--- src/hw/sapc_pkg.sv ---
// shared constants and state types of the service attribute pdu codec
package sapc_pkg;
    // data element header fields
    localparam logic [4:0] DE_TYPE_UINT = 5'h01;
    localparam logic [4:0] DE_TYPE_UUID = 5'h03;
    localparam logic [4:0] DE_TYPE_SEQ = 5'h06;
    localparam logic [2:0] DE_IDX_2B = 3'h1;
    localparam logic [2:0] DE_IDX_4B = 3'h2;
    localparam logic [2:0] DE_IDX_16B = 3'h4;
    localparam logic [2:0] DE_IDX_LEN8 = 3'h5;
    localparam logic [2:0] DE_IDX_LEN16 = 3'h6;
    localparam logic [7:0] ID_ELEM_HDR = 8'h09;
    localparam logic [7:0] SEQ16_HDR = 8'h36;
    localparam logic [4:0] LEN_2B = 5'h02;
    localparam logic [4:0] LEN_4B = 5'h04;
    localparam logic [4:0] LEN_16B = 5'h10;
    // field sizes and limits
    localparam logic [15:0] SEQ_HDR_LEN = 16'h0003;
    localparam logic [15:0] ID_ELEM_LEN = 16'h0003;
    localparam logic [15:0] LIMIT_MIN = 16'h0009;
    localparam logic [3:0] UUID_MAX = 4'hc;
    localparam logic [7:0] CONT_MAX = 8'h10;
    localparam logic [7:0] TOKEN_LEN = 8'h02;
    localparam int RANGE_MAX = 8;
    localparam logic [3:0] RANGE_MAX_CNT = 4'h8;
    localparam logic [15:0] ID_FIRST = 16'h0000;
    localparam logic [15:0] ID_LAST = 16'hffff;
    // output buffer shape
    localparam int FIFO_WIDTH = 9;
    localparam int FIFO_DEPTH = 8;
    typedef enum logic [2:0] {
        P_SEQ_HDR, P_SEQ_LEN, P_EL_HDR, P_EL_BODY, P_LIMIT, P_CONT_CNT, P_CONT_BYTE, P_END
    } sapc_pst_t;
    typedef enum logic [2:0] {
        E_IDLE, E_SIZE, E_HDR, E_ATTR, E_ID, E_VAL, E_CONT
    } sapc_est_t;
endpackage

--- src/hw/sapc_fifo.sv ---
// byte fifo with valid and ready on both sides
module sapc_fifo #(
    parameter int WIDTH = 9,
    parameter int DEPTH = 8
) (
    // clock, reset and enable
    input wire logic clk_sys_i,
    input wire logic rst_b_i,
    input wire logic ce_i,
    // fill side
    input wire logic in_valid_i,
    input wire logic [WIDTH-1:0] in_data_i,
    output logic in_ready_o,
    // drain side
    output logic out_valid_o,
    output logic [WIDTH-1:0] out_data_o,
    input wire logic out_ready_i
);
    localparam int AW = $clog2(DEPTH);
    logic [WIDTH-1:0] mem [DEPTH];
    logic [AW:0] wr_ptr;
    logic [AW:0] rd_ptr;
    logic push;
    logic pop;

    assign in_ready_o = (wr_ptr[AW] == rd_ptr[AW]) || (wr_ptr[AW-1:0] != rd_ptr[AW-1:0]);
    assign out_valid_o = wr_ptr != rd_ptr;
    assign out_data_o = mem[rd_ptr[AW-1:0]];
    assign push = ce_i && in_valid_i && in_ready_o;
    assign pop = ce_i && out_valid_o && out_ready_i;

    always_ff @(posedge clk_sys_i)
    begin
        if (push)
        begin
            mem[wr_ptr[AW-1:0]] <= in_data_i;
        end
    end

    always_ff @(posedge clk_sys_i)
    begin
        if (!rst_b_i)
        begin
            wr_ptr <= '0;
            rd_ptr <= '0;
        end
        else
        begin
            if (push)
            begin
                wr_ptr <= wr_ptr + 1'b1;
            end
            if (pop)
            begin
                rd_ptr <= rd_ptr + 1'b1;
            end
        end
    end
endmodule

--- src/hw/sapc_codec.sv ---
// request checker and attribute response framer
// Operation
// - list bytes (sequence header included) never exceed limit; truncate ourselves
// - range element: upper half first, lower last
// - range 0x0000-0xffff selects every attribute
// - reply alternates identifier then value elements
// - only requested, non-null attributes returned
// - pairs go out by ascending identifier
// - complete reply ends with zero count byte
// - record handle returned like any attribute
// - two-byte list length precedes the list
module sapc_codec
    import sapc_pkg::*;
(
    // clock, reset, enable
    input wire logic clk_sys_i,
    input wire logic rst_b_i,
    input wire logic ce_i,
    // request parameter bytes
    input wire logic req_valid_i,
    input wire logic [7:0] req_data_i,
    input wire logic req_last_i,
    output logic req_ready_o,
    // request status
    output logic req_done_o,
    output logic req_bad_o,
    output logic [15:0] reply_byte_limit_o,
    output logic select_all_o,
    // record attribute descriptors and value bytes
    input wire logic rec_attr_valid_i,
    input wire logic [15:0] rec_id_i,
    input wire logic rec_null_i,
    input wire logic [7:0] rec_vlen_i,
    input wire logic rec_attr_last_i,
    output logic rec_attr_ready_o,
    output logic rec_pass_o,
    input wire logic rec_byte_valid_i,
    input wire logic [7:0] rec_byte_i,
    output logic rec_byte_ready_o,
    // response bytes and busy flag
    output logic resp_valid_o,
    output logic [7:0] resp_data_o,
    output logic resp_last_o,
    input wire logic resp_ready_i,
    output logic busy_o
);
    sapc_pst_t pst;
    sapc_pst_t next_pst;
    sapc_est_t est;
    logic phase;
    logic [15:0] seq_rem;
    logic [4:0] el_rem;
    logic el32;
    logic lcnt;
    logic [23:0] shreg;
    logic [3:0] uuid_cnt;
    logic [3:0] nids;
    logic [15:0] rng_lo [RANGE_MAX];
    logic [15:0] rng_hi [RANGE_MAX];
    logic [7:0] tok_len;
    logic [15:0] tok;
    logic err_now;
    logic [4:0] el_len;
    logic [15:0] new_len;
    logic [31:0] ival;
    logic [15:0] v_start;
    logic [15:0] v_end;
    logic req_fire;
    logic after_seq_go;

    assign req_fire = ce_i && req_valid_i && req_ready_o;
    assign new_len = {seq_rem[7:0], req_data_i};
    assign ival = {shreg, req_data_i};
    assign v_start = el32 ? ival[31:16] : ival[15:0];
    assign v_end = ival[15:0];

    always_comb
    begin
        next_pst = pst;
        err_now = 1'b0;
        el_len = 5'h00;
        after_seq_go = 1'b0;
        case (pst)
            P_SEQ_HDR:
                if (req_data_i[7:3] != DE_TYPE_SEQ)
                    err_now = 1'b1;
                else if (req_data_i[2:0] == DE_IDX_LEN8 || req_data_i[2:0] == DE_IDX_LEN16)
                    next_pst = P_SEQ_LEN;
                else
                    err_now = 1'b1;
            P_SEQ_LEN:
                if (!lcnt)
                begin
                    next_pst = P_EL_HDR;
                    if (new_len == 16'h0000)
                    begin
                        after_seq_go = 1'b1;
                        err_now = !phase;
                    end
                end
            P_EL_HDR:
            begin
                if (req_data_i[2:0] == DE_IDX_2B)
                    el_len = LEN_2B;
                else if (req_data_i[2:0] == DE_IDX_4B)
                    el_len = LEN_4B;
                else if (!phase && req_data_i[2:0] == DE_IDX_16B)
                    el_len = LEN_16B;
                if (req_data_i[7:3] != (phase ? DE_TYPE_UINT : DE_TYPE_UUID))
                    el_len = 5'h00;
                err_now = phase ? nids == RANGE_MAX_CNT : uuid_cnt == UUID_MAX;
                if (el_len == 5'h00 || seq_rem < {11'h000, el_len} + 16'h0001)
                    err_now = 1'b1;
                next_pst = P_EL_BODY;
            end
            P_EL_BODY:
                if (el_rem == 5'h01)
                begin
                    next_pst = P_EL_HDR;
                    after_seq_go = seq_rem == 16'h0000;
                    // ids must climb strictly and ranges must not invert
                    if (phase && (v_start > v_end || (nids != 4'h0 && v_start <= rng_hi[nids[2:0] - 3'h1])))
                        err_now = 1'b1;
                end
            P_LIMIT:
                if (!lcnt)
                begin
                    next_pst = P_SEQ_HDR;
                    err_now = new_len < LIMIT_MIN;
                end
            P_CONT_CNT:
            begin
                next_pst = (req_data_i == 8'h00) ? P_END : P_CONT_BYTE;
                err_now = req_data_i > CONT_MAX;
            end
            P_CONT_BYTE:
                if (el_rem == 5'h01)
                    next_pst = P_END;
            default:
                err_now = 1'b1;
        endcase
        if (after_seq_go)
            next_pst = phase ? P_CONT_CNT : P_LIMIT;
        if (err_now)
            next_pst = P_END;
    end

    // parser walk through the request fields
    always_ff @(posedge clk_sys_i)
    begin
        if (!rst_b_i)
        begin
            pst <= P_SEQ_HDR;
            phase <= 1'b0;
            seq_rem <= 16'h0000;
            el_rem <= 5'h00;
            lcnt <= 1'b0;
            uuid_cnt <= 4'h0;
            nids <= 4'h0;
            tok_len <= 8'h00;
            reply_byte_limit_o <= LIMIT_MIN;
        end
        else if (req_fire)
        begin
            pst <= req_last_i ? P_SEQ_HDR : next_pst;
            if (req_last_i)
                phase <= 1'b0;
            case (pst)
                P_SEQ_HDR:
                begin
                    seq_rem <= 16'h0000;
                    lcnt <= req_data_i[2:0] == DE_IDX_LEN16;
                    if (!phase)
                    begin
                        uuid_cnt <= 4'h0;
                        nids <= 4'h0;
                        tok_len <= 8'h00;
                    end
                end
                P_SEQ_LEN:
                begin
                    seq_rem <= new_len;
                    lcnt <= 1'b0;
                end
                P_EL_HDR:
                begin
                    seq_rem <= seq_rem - {11'h000, el_len} - 16'h0001;
                    el_rem <= el_len;
                    el32 <= el_len == LEN_4B;
                end
                P_EL_BODY:
                begin
                    el_rem <= el_rem - 5'h01;
                    shreg <= ival[23:0];
                    if (el_rem == 5'h01 && !phase)
                        uuid_cnt <= uuid_cnt + 4'h1;
                    if (el_rem == 5'h01 && phase && !err_now)
                    begin
                        rng_lo[nids[2:0]] <= v_start;
                        rng_hi[nids[2:0]] <= v_end;
                        nids <= nids + 4'h1;
                    end
                end
                P_LIMIT:
                begin
                    reply_byte_limit_o <= new_len;
                    seq_rem <= {8'h00, req_data_i};
                    lcnt <= 1'b0;
                    if (!lcnt)
                        phase <= 1'b1;
                end
                P_CONT_CNT:
                begin
                    tok_len <= req_data_i;
                    el_rem <= req_data_i[4:0];
                end
                P_CONT_BYTE:
                begin
                    el_rem <= el_rem - 5'h01;
                    tok <= {tok[7:0], req_data_i};
                end
            endcase
            if (after_seq_go)
                lcnt <= !phase;
        end
    end

    // done pulse and malformed flag, judged on the last byte
    logic bad_acc;
    always_ff @(posedge clk_sys_i)
    begin
        if (!rst_b_i)
        begin
            bad_acc <= 1'b0;
            req_done_o <= 1'b0;
            req_bad_o <= 1'b0;
        end
        else if (ce_i)
        begin
            req_done_o <= req_fire && req_last_i;
            if (req_fire)
            begin
                bad_acc <= req_last_i ? 1'b0 : (bad_acc | err_now);
                if (req_last_i)
                    req_bad_o <= bad_acc | err_now | (next_pst != P_END);
            end
        end
    end

    // range match against every stored entry
    logic [RANGE_MAX-1:0] hit;
    logic [RANGE_MAX-1:0] all_hit;
    for (genvar g = 0; g < RANGE_MAX; g++)
    begin : g_rng
        assign hit[g] = (4'(g) < nids) && rec_id_i >= rng_lo[g] && rec_id_i <= rng_hi[g];
        assign all_hit[g] = (4'(g) < nids) && rng_lo[g] == ID_FIRST && rng_hi[g] == ID_LAST;
    end
    assign select_all_o = |all_hit;

    // response framer
    logic [15:0] acc;
    logic [15:0] list_len;
    logic trunc;
    logic [15:0] next_id;
    logic seen;
    logic [15:0] last_id;
    logic [15:0] cur_id;
    logic [7:0] vrem;
    logic lastf;
    logic drop;
    logic [2:0] eidx;
    logic cand;
    logic fits;
    logic incl;
    logic attr_acc;
    logic push;
    logic [7:0] pbyte;
    logic plast;
    logic fifo_in_ready;
    logic fire;
    logic [16:0] need;

    assign need = {1'b0, acc} + {1'b0, SEQ_HDR_LEN} + {1'b0, ID_ELEM_LEN} + {9'h000, rec_vlen_i};
    assign fits = need <= {1'b0, reply_byte_limit_o};
    assign cand = (|hit) && !rec_null_i && !trunc
        && (tok_len != TOKEN_LEN || rec_id_i >= tok)
        && (!seen || rec_id_i > last_id);
    assign incl = cand && fits;
    assign rec_attr_ready_o = ce_i && (est == E_SIZE || est == E_ATTR);
    assign attr_acc = rec_attr_valid_i && rec_attr_ready_o;
    assign rec_pass_o = est != E_SIZE;
    assign rec_byte_ready_o = ce_i && est == E_VAL && (drop || fifo_in_ready);
    assign req_ready_o = est == E_IDLE && !req_done_o;
    assign busy_o = est != E_IDLE;
    assign fire = ce_i && push && fifo_in_ready;

    always_comb
    begin
        push = 1'b0;
        pbyte = 8'h00;
        plast = 1'b0;
        case (est)
            E_HDR:
            begin
                push = 1'b1;
                pbyte = (eidx == 3'h0) ? list_len[15:8] : (eidx == 3'h1) ? list_len[7:0] :
                    (eidx == 3'h2) ? SEQ16_HDR : (eidx == 3'h3) ? acc[15:8] : acc[7:0];
            end
            E_ID:
            begin
                push = 1'b1;
                pbyte = (eidx == 3'h0) ? ID_ELEM_HDR : ((eidx == 3'h1) ? cur_id[15:8] : cur_id[7:0]);
            end
            E_VAL:
            begin
                push = rec_byte_valid_i && !drop;
                pbyte = rec_byte_i;
            end
            E_CONT:
            begin
                push = 1'b1;
                if (!trunc || eidx == 3'h0)
                    pbyte = trunc ? TOKEN_LEN : 8'h00;
                else
                    pbyte = (eidx == 3'h1) ? next_id[15:8] : next_id[7:0];
                plast = !trunc || eidx == 3'h2;
            end
            default:
                push = 1'b0;
        endcase
    end

    always_ff @(posedge clk_sys_i)
    begin
        if (!rst_b_i)
        begin
            est <= E_IDLE;
            acc <= 16'h0000;
            trunc <= 1'b0;
            seen <= 1'b0;
            eidx <= 3'h0;
        end
        else if (ce_i)
        begin
            // both passes see the same descriptors, so they take the same choices
            if (attr_acc)
            begin
                cur_id <= rec_id_i;
                vrem <= rec_vlen_i;
                lastf <= rec_attr_last_i;
                drop <= !incl;
                if (incl)
                begin
                    acc <= need[15:0] - SEQ_HDR_LEN;
                    seen <= 1'b1;
                    last_id <= rec_id_i;
                end
                if (cand && !fits)
                begin
                    trunc <= 1'b1;
                    next_id <= rec_id_i;
                end
            end
            // value bytes must not advance the token byte index
            eidx <= (fire && est != E_VAL) ? eidx + 3'h1 : eidx;
            case (est)
                E_IDLE:
                    if (req_done_o && !req_bad_o)
                    begin
                        est <= E_SIZE;
                        acc <= 16'h0000;
                        trunc <= 1'b0;
                        seen <= 1'b0;
                    end
                E_SIZE:
                    if (attr_acc && rec_attr_last_i)
                    begin
                        est <= E_HDR;
                        list_len <= (incl ? need[15:0] : acc + SEQ_HDR_LEN);
                        acc <= (incl ? need[15:0] : acc + SEQ_HDR_LEN) - SEQ_HDR_LEN;
                        trunc <= trunc || (cand && !fits);
                        seen <= 1'b0;
                        eidx <= 3'h0;
                    end
                E_HDR:
                    if (fire && eidx == 3'h4)
                    begin
                        est <= E_ATTR;
                        acc <= 16'h0000;
                        trunc <= 1'b0;
                    end
                E_ATTR:
                    if (attr_acc)
                    begin
                        eidx <= 3'h0;
                        if (incl)
                            est <= E_ID;
                        else if (rec_vlen_i != 8'h00)
                            est <= E_VAL;
                        else if (rec_attr_last_i)
                            est <= E_CONT;
                    end
                E_ID:
                    if (fire && eidx == 3'h2)
                    begin
                        eidx <= 3'h0;
                        est <= (vrem != 8'h00) ? E_VAL : (lastf ? E_CONT : E_ATTR);
                    end
                E_VAL:
                    if (rec_byte_valid_i && rec_byte_ready_o)
                    begin
                        vrem <= vrem - 8'h01;
                        if (vrem == 8'h01)
                            est <= lastf ? E_CONT : E_ATTR;
                    end
                default:
                    if (fire && plast)
                        est <= E_IDLE;
            endcase
        end
    end

    // the buffer lets the framer run ahead of a slow response sink
    logic [FIFO_WIDTH-1:0] fifo_out;
    sapc_fifo #(
        .WIDTH(FIFO_WIDTH),
        .DEPTH(FIFO_DEPTH)
    ) u_fifo (
        .clk_sys_i(clk_sys_i),
        .rst_b_i(rst_b_i),
        .ce_i(ce_i),
        .in_valid_i(push),
        .in_data_i({plast, pbyte}),
        .in_ready_o(fifo_in_ready),
        .out_valid_o(resp_valid_o),
        .out_data_o(fifo_out),
        .out_ready_i(resp_ready_i)
    );
    assign resp_data_o = fifo_out[7:0];
    assign resp_last_o = fifo_out[8];
endmodule

--- config.mk ---
export PLATFORM = sky130hd
export DESIGN_NAME = sapc_codec
export DESIGN_NICKNAME = d
export VERILOG_FILES = /design/src/hw/sapc_pkg.sv /design/src/hw/sapc_fifo.sv /design/src/hw/sapc_codec.sv
export SDC_FILE = /design/constraint.sdc
export NUM_CORES = 1
export LEC_CHECK = 0
export BUFFER_PORTS_ARGS = -buffer_cell sky130_fd_sc_hd__buf_4
export CAP_MARGIN = 20
export CORE_AREA = 8 8 293 295
export CTS_BUF_LIST = sky130_fd_sc_hd__clkbuf_2 sky130_fd_sc_hd__clkbuf_4 sky130_fd_sc_hd__clkbuf_8
export CTS_CLUSTER_DIAMETER = 40
export CTS_CLUSTER_SIZE = 24
export DETAILED_ROUTE_END_ITERATION = 16
export DIE_AREA = 0 0 301 303
export SLEW_MARGIN = 20
export SYNTH_ARGS = -nofsm -noshare
export SYNTH_HDL_FRONTEND = slang
export SYNTH_SLANG_ARGS = --single-unit
export TNS_END_PERCENT = 20
--- constraint.sdc ---
create_clock -name clk_sys_i -period 10.95 [get_ports clk_sys_i]
set_input_delay 0.5475 -clock clk_sys_i [delete_from_list [all_inputs] [get_ports clk_sys_i]]
set_output_delay 0.5475 -clock clk_sys_i [all_outputs]
set_load 0.01 [all_outputs]
## Yosys cells after proc, flatten, opt, wreduce, memory -nomap -nowiden

Memory sizes are Yosys's and may differ from the RTL's. A register that Yosys moved wholly into a read port is not among the register bits.
Index checks and enable logic that the tools add are counted.
W data, S select, Z words.

- Word-level logic and storage cells: 380
- Memories kept: 3
- Bits in writable memories: 328
- Flip-flop bits (word level): 208
- Bits of input ports: 50
- Output and inout port bits: 34

- Equal/unequal tests: 54
- Reduce and logical (&&, ||, !) cells: 133
- Bitwise logic cells: 2
- Order comparisons: 32
- Multiplexer cells: 110
- Add/subtract/negate cells: 17

Memory list:

| memory | words | bits a word | rd ports | clocked after memory_dff | wr ports | line | source |
|---|---|---|---|---|---|---|---|
| rng_hi | 8 | 16 | 9 | 0 | 1 | sapc_codec.sv:59 | `logic [15:0] rng_hi [RANGE_MAX];` |
| rng_lo | 8 | 16 | 8 | 0 | 1 | sapc_codec.sv:58 | `logic [15:0] rng_lo [RANGE_MAX];` |
| u_fifo.mem | 8 | 9 | 1 | 1 | 1 | sapc_fifo.sv:20 | `logic [WIDTH-1:0] mem [DEPTH];` |

Operator list:

| operator | count |
|---|---|
| $logic_not A16 Y1 | 10 |
| $ge A16 B16 Y1 | 9 |
| $le A16 B16 Y1 | 9 |
| $eq A16 B16 Y1 const B | 8 |
| $mux W16 | 7 |
| $mux W8 | 12 |
| $mux W3 | 28 |
| $logic_and A1 B1 Y1 | 64 |
| $pmux W16 S4 | 1 |
| $pmux W16 S3 | 1 |
| $mux W1 | 36 |
| $gt A16 B16 Y1 | 2 |
| $pmux W8 S4 | 1 |
| $sub A16 B2 Y16 const B | 2 |
| $eq A3 B3 Y1 const B | 10 |
| $mux W5 | 6 |
| $eq A3 B2 Y1 const B | 7 |
| $pmux W3 S7 | 1 |
| $reduce_and A4 Y1 | 5 |
| $pmux W3 S6 | 1 |
| $reduce_and A3 Y1 | 6 |
| $add A16 B2 Y17 const B | 1 |
| $add A17 B2 Y17 const B | 1 |
| $add A17 B8 Y17 | 1 |
| other kinds (57) | 119 |

## Logic depth before layout (Yosys ltp)

- Word-level depth: 19
- Gate-level depth with buffers: 33
- Gate-level depth less buffers: 29

## Hierarchy

From an unflattened synthesis, not the netlist that was laid out.

- Cell total of the unflattened synthesis: 3025
- Area, all modules: 32288.5 µm²

By module, submodules not included:

| module | area an instance (µm²) | sequential area each (µm²) | times used | cells an instance |
|---|---|---|---|---|
| sapc_codec | 28972.8 | 12842.3 | 1 | 2844 |
| sapc_fifo | 3315.7 | 2382.3 | 1 | 181 |

## Least setup slack after synthesis

No wires, ideal clock.

- Path type: reg-to-reg
- From: register nids[0]
- To: memory rng_hi[1][0] (enable)
- Arrival: 7.162 ns
- Path buffers: 5
- Slack: 3.327 ns
- Cell stages (with the launch flop): 23
- Clock period less this slack: 7.623 ns
- Required time: 10.489 ns
- Setup time: 0.461 ns
- Cells stage by stage: dfxtp_1 -> clkbuf_1 -> clkbuf_1 -> inv_1 -> ha_1 -> clkbuf_1 -> clkbuf_1 -> clkbuf_1 -> mux4_2 -> mux2i_1 -> ha_1 -> a21o_1 -> a21o_1 -> a21o_1 -> a21o_1 -> a21o_1 -> a211oi_1 -> a211o_1 -> a31oi_1 -> o311ai_1 -> nor4_1 -> nand2_1 -> nor3_1

- Cells in the longest elaborated chain, start to end: 16
- Elaborated cells between the ends (all ways): 20
- Those cells by class: add/sub: 1; order compare: 1; eq/ne: 1; mux: 10; reduce/logical: 6; memory: 1

RTL lines:

| item | line | source |
|---|---|---|
| start: declaration | sapc_codec.sv:57 | `logic [3:0] nids;` |
| start signal: assignment | sapc_codec.sv:201 | `nids <= nids + 4'h1;` |
| $sub A3 B1 Y3 | sapc_codec.sv:122 | `if (phase && (v_start > v_end \|\| (nids != 4'h0 && v_start <= rng_hi[nids[2:0] - 3'h1])))` |
| $mem_v2 Z8 W16 | -- |  |
| $le A16 B16 Y1 | sapc_codec.sv:122 |  |
| $logic_and A1 B1 Y1 | sapc_codec.sv:122 |  |
| $logic_or A1 B1 Y1 | sapc_codec.sv:122 |  |
| $logic_and A1 B1 Y1 | sapc_codec.sv:122 |  |
| $mux W1 | sapc_codec.sv:122 |  |
| $mux W1 | sapc_codec.sv:117 | `if (el_rem == 5'h01)` |
| $pmux W1 S7 | sapc_codec.sv:83 | `case (pst)` |
| $logic_not A1 Y1 | sapc_codec.sv:197 | `if (el_rem == 5'h01 && phase && !err_now)` |
| $logic_and A1 B1 Y1 | sapc_codec.sv:197 |  |
| $mux W1 | sapc_codec.sv:197 |  |
| $mux W1 | sapc_codec.sv:168 | `case (pst)` |
| $mux W1 | sapc_codec.sv:163 | `else if (req_fire)` |
| $mux W1 | sapc_codec.sv:151 | `if (!rst_b_i)` |
| $mux W1 (implied by the code) | sapc_codec.sv:200 | `rng_hi[nids[2:0]] <= v_end;` |
| end: declaration | sapc_codec.sv:59 |  |

Parallel ways exist; a longest one is shown, timed or not.

## Worst setup path after layout

- From: register acc[1]
- To: register acc[14]

- Cells in the longest elaborated chain, start to end: 9
- Elaborated cells between the ends (all ways): 15
- Those cells by class: add/sub: 6; order compare: 1; mux: 7; reduce/logical: 1

RTL lines:

| item | line | source |
|---|---|---|
| start: declaration | sapc_codec.sv:261 | `logic [15:0] acc;` |
| start signal: assignment | sapc_codec.sv:354 | `acc <= need[15:0] - SEQ_HDR_LEN;` |
| start signal: assignment | sapc_codec.sv:380 | `acc <= (incl ? need[15:0] : acc + SEQ_HDR_LEN) - SEQ_HDR_LEN;` |
| $add A16 B2 Y17 | sapc_codec.sv:283 | `assign need = {1'b0, acc} + {1'b0, SEQ_HDR_LEN} + {1'b0, ID_ELEM_LEN} + {9'h000, rec_vlen_i};` |
| $add A17 B2 Y17 | sapc_codec.sv:283 |  |
| $add A17 B8 Y17 | sapc_codec.sv:283 |  |
| $le A17 B16 Y1 | sapc_codec.sv:284 | `assign fits = need <= {1'b0, reply_byte_limit_o};` |
| $logic_and A1 B1 Y1 | sapc_codec.sv:288 | `assign incl = cand && fits;` |
| $mux W16 (on tied branches) | sapc_codec.sv:380, sapc_codec.sv:352 |  |
| $sub A16 B2 Y16 / $mux W16 (equally long branches) | sapc_codec.sv:380, sapc_codec.sv:346 |  |
| $mux W16 (on tied branches) | sapc_codec.sv:376, sapc_codec.sv:368, sapc_codec.sv:386 |  |
| $pmux W16 S3 * | sapc_codec.sv:366 | `case (est)` |

Mark *: on every way between the ends. The rest lies on a longest branch, timed or not.
A chain may end at the register's enable or synchronous reset.

==> impl.org <==
** Detailed routing
- Summing over every cut layer, the via total after detailed routing is 24200.
- After detailed routing, the number of remaining DRC violations is 0.
- Using the TritonRoute via totals, the vias-per-cell ratio works out to 5.65.
- For this run, the detailed router's first-pass iteration total came to 6.
- Dividing the detail-routed wire length by the instance count gives between 20 and 25 µm.
- DRC violation total after the first TritonRoute iteration :: 2083
- The detail route stage leaves a number of antenna-violating nets equal to 0.
- Detailed Route WL :: a little under 100000 µm

** Pwr
- Dividing total power by cell area gives a power density of 132 nW/µm².
- VDD sags by at most 0.0000822 V.
- Summed over all cells, the static leakage comes to roughly 0.015 µW.

** Floorplanning
- The die is 301 µm wide.
- Die Ht :: 303 µm
- Row generation in the floorplan step produced about 110 rows.
- Top-Level Pins :: 84
- The floorplan step defined a die boundary enclosing between 90000 and 100000 µm².
- Effective utilization at floorplan :: 0.395
- The floorplan step defined a core boundary enclosing 81200 µm².

** Place
- Detailed placement ended at an HPWL of roughly 66000 µm.
- Before CTS, the worst setup slack after placement is roughly 4.2 ns.
- At the end of routability-driven placement, the weighted congestion stood at 0.900.
- After detailed placement, the design holds a cell count of about 4100.
- Cell area after placement :: 34100 µm²
- Port Buf Inserts :: 83

** Clocking
- TritonCTS Buffers :: 92
- Clock-pin slew of the registers on the worst-case setup and hold paths :: 0.08 ns
- The later pin in the worst-skew pair is clocked with a latency of around 0.75 ns.
- TritonCTS built the clock tree.
- Clk sink count :: 539
- Maximum level of the CTS H-tree :: 3
- Number of gates resized after CTS :: 0
- Number of buffers on the longest clock path :: 3
- CTS placed an instance of sky130_fd_sc_hd__clkbuf_8 at the clock tree root.

** Worst setup path
- Most Frequent Cell on Critical Path :: sky130_fd_sc_hd__ha_1
- Critical Path AT :: about 7 ns
- Kind of cell with the highest combined delay on the critical path :: compound AO/OA/AOI/OAI gates
- WP buf/inv :: 4
- In this run the worst path has a maximum fanout of 39.
- In this design, the stage delay of the slowest critical-path cell is 0.62 ns.
- STA classifies the critical path startpoint as a register.
- Highest-delay cell along the critical path :: sky130_fd_sc_hd__a211oi_2
- The critical path is of the register to register type.
- The worst setup path is captured at a register.
- Endpoint required time on the critical path :: approximately 12 ns

** STA
- Final count of hold timing violations :: 0
- Setup total negative slack on the finished layout was measured at 0 ns.
- Setup violations remaining at the end of the flow were counted as 0.
- Headroom to the max-slew limit came out at 0.163.
- At the pin with the least slew margin, the transition time is 1.26 ns.
- Static timing analysis puts the maximum clock frequency at approximately 150 MHz.
- The clock arrives with ~0.089 ns of skew.
- RSZ-0062 raised after global routing :: false
- Clock period minus worst slack :: 6.58 ns
- Ratio of final minimum period to clock period :: 0.601
- The number of max-slew violations in the final report was 0.
- Fin worst setup slack :: 4.37 ns

** Cells and area
- Post-layout instance area :: between 30000 and 40000 µm²
- Post-layout utilization of the core :: 0.448
- Fraction of final layout cells sized beyond drive strength 1 :: 0.128
- Register area :: 15200 µm²
- Excluding fillers, the count of instances in the completed layout stands at ~4300.
- In the final design database the tool counted 3555 nets.
- FILL cells :: 7577
- Relative to the synthesized area, the layout overhead comes to 13.4%.
- Combined area of the multi-input logic cells :: roughly 15000 µm²

** Yosys
- Share of the synthesized area in the top cell type :: 0.414
- Post-synth ARST share :: 0
- Library cell occupying the most area in the post-synthesis netlist :: sky130_fd_sc_hd__edfxtp_1
- Prevailing post-synth register cell :: sky130_fd_sc_hd__edfxtp_1
- In the post-synthesis netlist, the cell with the most instances is sky130_fd_sc_hd__edfxtp_1.
- Leading cell types by count after synthesis :: 443 x sky130_fd_sc_hd__edfxtp_1, 376 x sky130_fd_sc_hd__ha_1, 365 x sky130_fd_sc_hd__inv_1
- Counting distinct cell types in the post-synthesis netlist gives 78.
- Count of flip-flops with a built-in enable after synthesis :: 443
- Mapped Cells :: 2998
- Mean cell area of the mapped netlist :: 10.7 µm²
- Area contributors post-synth :: sky130_fd_sc_hd__edfxtp_1 41%, sky130_fd_sc_hd__ha_1 15%, sky130_fd_sc_hd__dfxtp_1 6.0%
- Summing every instance area after synthesis gives 32100 µm².
- Counting flops and latches in the post-synthesis netlist gives 539.
- Synthesis produced a netlist with a net count of roughly 3400.
- Of the synthesized area, sequential elements account for 0.474.
- For this run, the number of Yosys warnings is 0.

** Global routing
- Global-route usage over all layers :: 0.209
- Via count of the first global-routing pass :: around 23000
- Entering global routing, the biggest net connects 68 pins.
- The total overflow left after global routing is 0.
- The first global-routing pass estimated around 150000 µm of wire.
- Initial antenna violation count :: 5

** Run
- Max Cap Viol :: 0

** Hold path
- Min-Delay Path Class :: primary input to register

** Outcome
- Run status :: completed
## stage by stage
stage / power, µW / hold slack [ns]
2_1_floorplan: 2510 / 0.426
3_3_place_gp: 2660 / 0.429
3_5_place_dp: 2670 / 0.433
4_1_cts: 4830 / 0.0109
5_1_grt: 4960 / 0.0356
6_report: 4790 / 0.0699
## metal layers
metal / global-route usage / routed length [µm] / up-vias / part of all wire
li1: - / - / 11400 / -
met5: 0 / 7 / - / 0.000072
met3: 0.0388 / 7300 / 198 / 0.075
met4: 0.0744 / 3520 / 2 / 0.036
met1: 0.267 / 40300 / 11700 / 0.41
met2: 0.352 / 46300 / 848 / 0.48
## placed cells by master (no fill, tap or decap), types with 56 or more instances in the layout
master	n
sky130_fd_sc_hd__clkbuf_8	93
sky130_fd_sc_hd__nand2_1	227
sky130_fd_sc_hd__a21o_1	56
sky130_fd_sc_hd__ha_1	376
sky130_fd_sc_hd__edfxtp_1	443
sky130_fd_sc_hd__nand4_1	97
sky130_fd_sc_hd__buf_4	129
sky130_fd_sc_hd__dfxtp_1	95
sky130_fd_sc_hd__nand3_1	56
sky130_fd_sc_hd__o21ai_0	105
sky130_fd_sc_hd__inv_1	364
sky130_fd_sc_hd__a21oi_1	193
sky130_fd_sc_hd__nor2_1	190
## cell families (layout without fill, tap and decap cells)
group,count (synthesis),in the layout,synth area share
and+or+nand+nor,837,837,0.128
DFF,539,539,0.474
other,0,4,0
muxes,105,105,0.0530
buffers and inverters,461,667,0.0546
adders and majority gates,378,378,0.148
AOI/OAI and AO/OA,605,605,0.122
xor gates and xnor gates,73,73,0.0199
## worst paths after layout
path,from,endpoint,slack (ns),depth (start not counted)
worst max-delay path,acc[1]$_SDFFE_PN0P_,acc[14]$_SDFFE_PN0P_,4.37,26
worst min-delay path,rec_id_i[0],last_id[0]$_DFFE_PP_,0.07,1
worst min register to register,shreg[14]$_DFFE_PP_,shreg[22]$_DFFE_PP_,0.41,0
worst max register to register,acc[1]$_SDFFE_PN0P_,acc[14]$_SDFFE_PN0P_,4.37,26
## registers in the layout, indices dropped and copies added (netlist names), 3 cells and up, named ones only
register and count:
tok_len 8, rng_hi 128, eidx 3, est 3
list_len 16, el_rem 5, u_fifo.mem 72, pst 3
vrem 8, acc 16, shreg 24, rng_lo 128
reply_byte_limit_o 16, next_id 16, nids 4, cur_id 16
tok 16, seq_rem 16, u_fifo.wr_ptr 4, last_id 16
u_fifo.rd_ptr 4, uuid_cnt 4
## area by class of cell
type | count | area share
Multi-Input combinational cell | 1998 | 0.419
Sequential cell | 539 | 0.418
Inverter | 366 | 0.0377
Tap cell | 1070 | 0.0368
Clock buffer | 96 | 0.0358
Timing Repair Buffer | 130 | 0.0269
Clock inverter | 75 | 0.0254
Antenna cell | 4 | 0.000275
## power breakdown
| part | switching [µW] | internal [µW] |
|---|---|---|
| registers | 16.3 | 2210 |
| clock network | 1040 | 1130 |
| logic | 262 | 143 |
## timing repair
action	in CTS	in global routing
endpoints found under the hold margin	1	0
hold buffers	1	0
buffers inserted	0	0
Power figures use the tool's default switching activity.
